--- src/rtl/tt_pkg.sv ---
// ****************************************
// Shared constants of the timer control.
// ****************************************
package tt_pkg;
    // Byte offsets of the registers.
    localparam logic [11:0] CTRL_OFF = 12'h0c8;
    localparam logic [11:0] STAT_OFF = 12'h0cc;
    localparam logic [11:0] MASK_OFF = 12'h0d0;
    // Bit positions in the control register.
    localparam int OVF_BIT = 7;
    localparam int EXT_BIT = 6;
    localparam int RXS_BIT = 5;
    localparam int TXS_BIT = 4;
    localparam int TEN_BIT = 3;
    localparam int RUN_BIT = 2;
    localparam int CSS_BIT = 1;
    localparam int CRS_BIT = 0;
    // Values after reset.
    localparam logic [7:0] CTRL_RST = 8'h00;
    localparam logic [1:0] STAT_RST = 2'h0;
    localparam logic [1:0] MASK_RST = 2'h0;
    // Event bits in the status and mask registers.
    localparam int EV_OVF = 0;
    localparam int EV_TRG = 1;
    localparam int EV_N = 2;
    // System clocks per internal count tick.
    localparam int TICK_DIV_DEF = 12;
endpackage : tt_pkg

--- src/rtl/tt_evt_if.sv ---
`timescale 1ns/10ps
// ****************************************
// Event link between control and interrupt logic.
// ****************************************
interface tt_evt_if;
    logic [1:0] ev_set; // One-cycle event pulses.
    logic [1:0] ev_clr; // Write-one-to-clear pulses.
    logic mask_we; // Mask write strobe.
    logic [1:0] mask_wdata; // New mask value.
    logic [1:0] status; // Sticky status bits.
    logic [1:0] mask; // Current mask.
    modport src (output ev_set, ev_clr, mask_we, mask_wdata, input status, mask);
    modport sink (input ev_set, ev_clr, mask_we, mask_wdata, output status, mask);
endinterface : tt_evt_if

--- src/rtl/tt_timer_ctrl.sv ---
`timescale 1ns/10ps
module tt_timer_ctrl #(
    parameter int TICK_DIV = tt_pkg::TICK_DIV_DEF,
    parameter int ADDR_W = 12
) (
    // Clock and reset.
    input wire logic clk,
    input wire logic rst_b,
    // APB slave.
    input wire logic psel,
    input wire logic penable,
    input wire logic pwrite,
    input wire logic [ADDR_W-1:0] paddr,
    input wire logic [31:0] pwdata,
    input wire logic [3:0] pstrb,
    output logic [31:0] prdata,
    output logic pready,
    output logic pslverr,
    // Counter and other timer.
    input wire logic counter_overflow,
    input wire logic other_overflow,
    input wire logic up_down_enable,
    input wire logic timer_int_enable,
    // Pins.
    input wire logic trigger_input_pin,
    input wire logic event_input_pin,
    // Counter controls.
    output logic count_tick,
    output logic reload_strobe,
    output logic capture_strobe,
    // Serial port clocks.
    output logic rx_baud_clk,
    output logic tx_baud_clk,
    // Interrupts.
    output logic timer_irq,
    output logic irq
);
    // ****************************************
    // Parameter checks.
    // ****************************************
    localparam int DIV_W = $clog2(TICK_DIV + 1);

    // Refuse a divider of zero or an address too narrow for the map.
    if (TICK_DIV < 1 || ADDR_W < 12) begin : g_bad_param
        $error("tt_timer_ctrl: TICK_DIV must be >= 1 and ADDR_W >= 12");
    end

    // ****************************************
    // Declarations.
    // ****************************************
    logic [7:0] ctrl_q; // Control register.
    logic [DIV_W-1:0] div_q; // Internal tick divider.
    logic div_hit; // Divider wraps this cycle.
    logic trig_fall; // Falling edge on the trigger pin.
    logic ev_fall; // Falling edge on the event pin.
    logic baud_sel; // Either baud select is set.
    logic cap_mode; // Capture mode in effect.
    logic trig_evt; // Enabled trigger edge.
    logic ovf_set; // Overflow that may set the flag.
    logic acc; // Completing APB access.
    logic wr_ok; // Write with low byte lane.
    logic hit_ctrl; // Address hits control.
    logic hit_stat; // Address hits status.
    logic hit_mask; // Address hits mask.
    logic [31:0] rd_d; // Read data for the setup address.
    logic [31:0] prdata_q; // Registered read data.
    logic pready_q; // Registered ready.
    logic pslverr_q; // Registered error.
    logic count_tick_q; // Count enable pulse.
    logic reload_q; // Reload pulse.
    logic capture_q; // Capture pulse.
    logic rx_baud_q; // Receive baud pulse.
    logic tx_baud_q; // Transmit baud pulse.
    logic timer_irq_q; // Timer interrupt request.

    tt_evt_if evt ();

    // ****************************************
    // Pin edge detection.
    // ****************************************
    // Trigger pin edges drive captures and reloads.
    tt_fall_det #(
        .IDLE(1'b1)
    ) u_trig_det (
        .clk(clk),
        .rst_b(rst_b),
        .pin(trigger_input_pin),
        .fall(trig_fall)
    );

    // Event pin edges are counted in counter mode.
    tt_fall_det #(
        .IDLE(1'b1)
    ) u_event_det (
        .clk(clk),
        .rst_b(rst_b),
        .pin(event_input_pin),
        .fall(ev_fall)
    );

    // ****************************************
    // Mode decode.
    // ****************************************
    assign baud_sel = ctrl_q[tt_pkg::RXS_BIT] | ctrl_q[tt_pkg::TXS_BIT];
    // A baud select overrides the capture choice.
    assign cap_mode = ctrl_q[tt_pkg::CRS_BIT] & ~baud_sel;
    // Only an enabled trigger edge acts.
    assign trig_evt = trig_fall & ctrl_q[tt_pkg::TEN_BIT];
    // Overflow does not flag while the timer feeds the serial port.
    assign ovf_set = counter_overflow & ~baud_sel;

    // ****************************************
    // APB decode.
    // ****************************************
    assign acc = psel & penable & pready_q;
    assign wr_ok = acc & pwrite & pstrb[0];
    assign hit_ctrl = paddr[11:0] == tt_pkg::CTRL_OFF;
    assign hit_stat = paddr[11:0] == tt_pkg::STAT_OFF;
    assign hit_mask = paddr[11:0] == tt_pkg::MASK_OFF;

    // Select the read word; unused bits read as zero.
    always_comb begin
        rd_d = 32'h0000_0000;
        if (hit_ctrl) begin
            rd_d[7:0] = ctrl_q;
        end else if (hit_stat) begin
            rd_d[1:0] = evt.status;
        end else if (hit_mask) begin
            rd_d[1:0] = evt.mask;
        end
    end

    // Answer in the cycle after setup; read data are taken at setup.
    always_ff @(posedge clk or negedge rst_b) begin
        if (!rst_b) begin
            pready_q <= 1'b0;
            pslverr_q <= 1'b0;
            prdata_q <= 32'h0000_0000;
        end else begin
            pready_q <= psel & ~penable;
            if (psel && !penable) begin
                pslverr_q <= ~(hit_ctrl | hit_stat | hit_mask);
                prdata_q <= rd_d;
            end else begin
                pslverr_q <= 1'b0;
            end
        end
    end

    // ****************************************
    // Control register.
    // ****************************************
    // Software writes store; hardware sets win over a clear.
    always_ff @(posedge clk or negedge rst_b) begin
        if (!rst_b) begin
            ctrl_q <= tt_pkg::CTRL_RST;
        end else begin
            if (wr_ok && hit_ctrl) begin
                ctrl_q <= pwdata[7:0];
            end
            if (ovf_set) begin
                ctrl_q[tt_pkg::OVF_BIT] <= 1'b1;
            end
            if (trig_evt) begin
                ctrl_q[tt_pkg::EXT_BIT] <= 1'b1;
            end
        end
    end

    // ****************************************
    // Event status and mask.
    // ****************************************
    assign evt.ev_set = {trig_evt, ovf_set};
    assign evt.ev_clr = (wr_ok && hit_stat) ? pwdata[1:0] : 2'h0;
    assign evt.mask_we = wr_ok & hit_mask;
    assign evt.mask_wdata = pwdata[1:0];

    // Sticky status, mask and the summary line.
    tt_irq_ctl u_irq (
        .clk(clk),
        .rst_b(rst_b),
        .evt(evt),
        .irq(irq)
    );

    // ****************************************
    // Count source.
    // ****************************************
    assign div_hit = div_q == DIV_W'(TICK_DIV - 1);

    // Free-running divider for the internal tick.
    always_ff @(posedge clk or negedge rst_b) begin
        if (!rst_b) begin
            div_q <= '0;
        end else if (div_hit) begin
            div_q <= '0;
        end else begin
            div_q <= div_q + DIV_W'(1);
        end
    end

    // Tick from the divider or the event pin, only while running.
    always_ff @(posedge clk or negedge rst_b) begin
        if (!rst_b) begin
            count_tick_q <= 1'b0;
        end else if (!ctrl_q[tt_pkg::RUN_BIT]) begin
            count_tick_q <= 1'b0;
        end else if (ctrl_q[tt_pkg::CSS_BIT]) begin
            count_tick_q <= ev_fall;
        end else begin
            count_tick_q <= div_hit;
        end
    end

    // ****************************************
    // Capture and reload.
    // ****************************************
    // Capture on trigger edges; otherwise reload on overflow or edge.
    always_ff @(posedge clk or negedge rst_b) begin
        if (!rst_b) begin
            capture_q <= 1'b0;
            reload_q <= 1'b0;
        end else begin
            capture_q <= trig_evt & cap_mode;
            reload_q <= ~cap_mode & (counter_overflow | trig_evt);
        end
    end

    // ****************************************
    // Serial baud clocks.
    // ****************************************
    // Each direction picks our overflow or the other timer's.
    always_ff @(posedge clk or negedge rst_b) begin
        if (!rst_b) begin
            rx_baud_q <= 1'b0;
            tx_baud_q <= 1'b0;
        end else begin
            if (ctrl_q[tt_pkg::RXS_BIT]) begin
                rx_baud_q <= counter_overflow;
            end else begin
                rx_baud_q <= other_overflow;
            end
            if (ctrl_q[tt_pkg::TXS_BIT]) begin
                tx_baud_q <= counter_overflow;
            end else begin
                tx_baud_q <= other_overflow;
            end
        end
    end

    // ****************************************
    // Timer interrupt request.
    // ****************************************
    // Either flag asks; the trigger flag is silent in up/down mode.
    always_ff @(posedge clk or negedge rst_b) begin
        if (!rst_b) begin
            timer_irq_q <= 1'b0;
        end else begin
            timer_irq_q <= timer_int_enable & (ctrl_q[tt_pkg::OVF_BIT] |
                (ctrl_q[tt_pkg::EXT_BIT] & ~up_down_enable));
        end
    end

    // ****************************************
    // Outputs.
    // ****************************************
    assign prdata = prdata_q;
    assign pready = pready_q;
    assign pslverr = pslverr_q;
    assign count_tick = count_tick_q;
    assign reload_strobe = reload_q;
    assign capture_strobe = capture_q;
    assign rx_baud_clk = rx_baud_q;
    assign tx_baud_clk = tx_baud_q;
    assign timer_irq = timer_irq_q;
endmodule // tt_timer_ctrl

--- src/rtl/tt_fall_det.sv ---
`timescale 1ns/10ps
// ****************************************
// Falling edge detector for a pin input.
// ****************************************
module tt_fall_det #(
    parameter logic IDLE = 1'b1
) (
    // Clock and reset.
    input wire logic clk,
    input wire logic rst_b,
    // Pin and edge.
    input wire logic pin,
    output logic fall
);
    logic prev_q; // Pin level one cycle ago.

    // Remember the last level; reset to the idle level so no false edge.
    always_ff @(posedge clk or negedge rst_b) begin
        if (!rst_b) begin
            prev_q <= IDLE;
        end else begin
            prev_q <= pin;
        end
    end

    // A high-to-low change is a falling edge.
    assign fall = prev_q & ~pin;
endmodule // tt_fall_det

--- src/rtl/tt_irq_ctl.sv ---
`timescale 1ns/10ps
// ****************************************
// Sticky status, mask and interrupt line.
// ****************************************
module tt_irq_ctl (
    // Clock and reset.
    input wire logic clk,
    input wire logic rst_b,
    // Event link.
    tt_evt_if.sink evt,
    // Interrupt line.
    output logic irq
);
    logic [1:0] status_q; // Sticky event bits.
    logic [1:0] mask_q; // Enable per event.
    logic irq_q; // Registered interrupt level.

    // Events set, writes of one clear; a set in the clear cycle wins.
    always_ff @(posedge clk or negedge rst_b) begin
        if (!rst_b) begin
            status_q <= tt_pkg::STAT_RST;
        end else begin
            status_q <= (status_q & ~evt.ev_clr) | evt.ev_set;
        end
    end

    // The mask is plain storage.
    always_ff @(posedge clk or negedge rst_b) begin
        if (!rst_b) begin
            mask_q <= tt_pkg::MASK_RST;
        end else if (evt.mask_we) begin
            mask_q <= evt.mask_wdata;
        end
    end

    // The line is high while any unmasked bit is set.
    always_ff @(posedge clk or negedge rst_b) begin
        if (!rst_b) begin
            irq_q <= 1'b0;
        end else begin
            irq_q <= |(status_q & mask_q);
        end
    end

    assign evt.status = status_q;
    assign evt.mask = mask_q;
    assign irq = irq_q;
endmodule // tt_irq_ctl

--- config.mk ---
export PLATFORM = sky130hd
export DESIGN_NAME = tt_timer_ctrl
export DESIGN_NICKNAME = d
export VERILOG_FILES = /design/src/rtl/tt_pkg.sv /design/src/rtl/tt_evt_if.sv /design/src/rtl/tt_timer_ctrl.sv /design/src/rtl/tt_fall_det.sv /design/src/rtl/tt_irq_ctl.sv
export SDC_FILE = /design/constraint.sdc
export NUM_CORES = 1
export LEC_CHECK = 0
export BUFFER_PORTS_ARGS = -buffer_cell sky130_fd_sc_hd__clkbuf_2
export CORE_ASPECT_RATIO = 1.1
export CORE_UTILIZATION = 46
export CTS_CLUSTER_DIAMETER = 200
export DETAILED_ROUTE_END_ITERATION = 8
export HOLD_SLACK_MARGIN = 0.1
export MAX_ROUTING_LAYER = met4
export PLACE_DENSITY = 0.8
export SYNTH_ARGS = -nofsm -noshare
export SYNTH_HDL_FRONTEND = slang
export SYNTH_SLANG_ARGS = --single-unit
--- constraint.sdc ---
create_clock -name clk -period 2.9 [get_ports clk]
set_input_delay 0.58 -clock clk [delete_from_list [all_inputs] [get_ports clk]]
set_output_delay 0.58 -clock clk [all_outputs]
set_load 0.01 [all_outputs]
==> qor.csv <==
metric,value,unit
synth_top_family_by_area,simple AND/OR/NAND/NOR gates,
ant_nets,0,
synth_xor_area_frac,0.00526,
die_height,65.1,microns
synthAdderAreaFrac,0.00751,
die_w,59.4,microns
muxShareOfSynthArea,0.0788,
finClkSkew,0.00345,ns
finalPower,0.819,mW
cts_setup_buffers,0,
worst_pin_slew,0.852,ns
critPathMaxFanout,8,
finalMaxSlewViolations,0,
portBuffers,48,
worstHoldPathType,input pin to register,
via_per_inst,4.79,
drive_above_1_share,0.388,
critPathArrivalTime,2.11,ns
ys_ff_latch,35,
slew-limit-headroom,0.432,
hpwlAfterDp,2.27,mm
core,0.00339,sq mm
p_leak,1.02,nW
start_util,0.492,
min_period,1.88,ns
clkLatencyLatePin,0.34,ns
drtPass1Iterations,4,
cts_max_path_buffers,2,
cap_violations,0,
critical_path_required,3.13,ns
cts-buffers-inserted,5,
area_growth,15.9,%
drt-total-wl,3.00,mm
place_ws,0.664,ns
vdd_drop_max,0.282,mV
fin_ws,1.02,ns
synth_compound_area_frac,0.109,
cts_hold_buffers,0,
path_class,input pin to register,
final_core_util,0.571,
rows,22,
synth_area,0.00167,sq mm
clkSlewWorstSetupHoldPaths,0.10,ns
ctsResizeCount,0,
yosysSeqAreaShare,0.527,
track_usage,0.187,
place_area,0.00188,sq mm
die-area,0.00387,sq mm
fill_cells,321,
route.detailed.drc,0,
ios,100,
antenna_found_initial,0,
avgSynthCellArea,11.4,sq um
ys_types,39,
hold_violations,0,
gp_congestion,0.794,
tns,0,ns
gr-total-overflow,0,
grt_max_degree,36,
dr.first_iter.drc_count,37,
fin_nets,260,
rsz0062_at_grt,false,
num_antenna_cells,0,
worst_hold_slack,0.324,ns
finalCritPeriodShare,0.647,
clock.fmax,533,MHz
status,finished clean,
htree_levels,2,
clock-sinks,35,
report.final.setup_viol,0,
stdcell_count,249,
grt_pass1_vias,1157,
yosys.area_share.simple,0.150,
syn_inst,146,
cts_tree,done,
dr_total_vias,1193,
root_buffer,clkbuf_4,
dpl.cell_count,241,
layout_common_cells,"48 x clkbuf_2, 33 x dfrtp_1, 24 x conb_1",
final_common_cell,clkbuf_2,
wire_per_inst,12.1,microns
yosys_warnings,0,
grt_pass1_wl,5.12,mm
setup.worst_path.start_class,input pin,
p_per_area,424,mW/mm^2
end_kind,register,
final_cell_area,0.00193,sq mm
cell type report:
| class | count | area [sq um] | area share |
|---|---|---|---|
| Tap cell | 48 | 60.1 | 0.0311 |
| Sequential cell | 35 | 878 | 0.455 |
| Inverter | 3 | 11.3 | 0.00583 |
| Timing Repair Buffer | 50 | 255 | 0.132 |
| Clock inverter | 3 | 15.0 | 0.00777 |
| Multi-Input combinational cell | 105 | 674 | 0.349 |
| Clock buffer | 5 | 37.5 | 0.0194 |
cells in the mapped netlist (all sizes together):
library cell,count,share of area
o21bai,1,0.0045
inv,3,0.0068
a2bb2oi,2,0.011
or2b,1,0.0045
dfstp,2,0.032
a21oi,5,0.015
or4,1,0.0068
nor3b,1,0.0045
o31ai,2,0.0090
xnor2,1,0.0053
nand2,9,0.020
nor3,4,0.018
conb,1,0.0023
dfrtp,33,0.50
and2,2,0.0075
buf,25,0.11
ha,1,0.0075
o21a,1,0.0045
nor2b,2,0.0075
nand3,3,0.012
o31a,1,0.0060
nor2,8,0.018
a22o,7,0.037
and4bb,1,0.0075
and3b,2,0.011
nor4,1,0.0038
and4,1,0.0053
o21ai,6,0.018
o211ai,1,0.0045
and3,3,0.013
mux2,11,0.079
clkbuf,1,0.0023
nand2b,3,0.011
registers in the layout, indices dropped and copies added, names as in the netlist:
signal	flops
tx_baud_clk	1
rx_baud_clk	1
reload_strobe	1
timer_irq	1
u_irq.evt.mask	2
u_irq.irq	1
u_trig_det.prev_q	1
pready	1
u_event_det.prev_q	1
ctrl_q	8
u_irq.evt.status	2
capture_strobe	1
count_tick	1
div_q	4
pslverr	1
prdata	8
metal layers:
metal	track usage	part of all wire	vias to the layer above	routed length (microns)
met3	0.0591	0.058	6	173
met1	0.230	0.44	570	1330
met4	0.0565	0.015	0	45
li1	-	-	572	-
met5	-	0	-	0
met2	0.294	0.48	45	1460
report_power, final:
| part | switching (mW) | leakage, nW | internal (mW) |
|---|---|---|---|
| Combinational | 0.0473 | 0.539 | 0.0283 |
| Clock | 0.157 | 0.0347 | 0.0900 |
| Sequential | 0.00164 | 0.451 | 0.494 |
| Total | 0.206 | 1.02 | 0.613 |
worst paths after layout:
kind                            cells past startpoint                from  slack [ns]                            end
worst max register to register                      4    pready$_DFF_PN0_        1.14          ctrl_q[5]$_DFFE_PN0N_
min in group asynchronous                           1               rst_b        0.33  u_irq.evt.mask[0]$_DFFE_PN0P_
worst max-delay path                                5           paddr[10]        1.02          ctrl_q[5]$_DFFE_PN0N_
worst min-delay path                                1   trigger_input_pin        0.32    u_trig_det.prev_q$_DFF_PN1_
max in group asynchronous                           1               rst_b        2.03          prdata[6]$_DFFE_PN0P_
worst min register to register                      1  div_q[0]$_DFF_PN0_        0.47             div_q[0]$_DFF_PN0_
cell families (layout without fill, tap and decap cells):
logic type      after synthesis  after routing
compound gates               26             26
xor+xnor                      1              1
fa+ha+maj                     1              1
buf+inv                      29             61
flops                        35             35
mux                          11             11
other cells                   1             24
simple gates                 42             42
worst max-delay path: stages:
cell	delay [ns]
clkbuf_2	0.07
and4bb_1	0.29
nand3_2	0.16
nor3_2	0.59
mux2_2	0.41
Power figures use the tool's default switching activity.
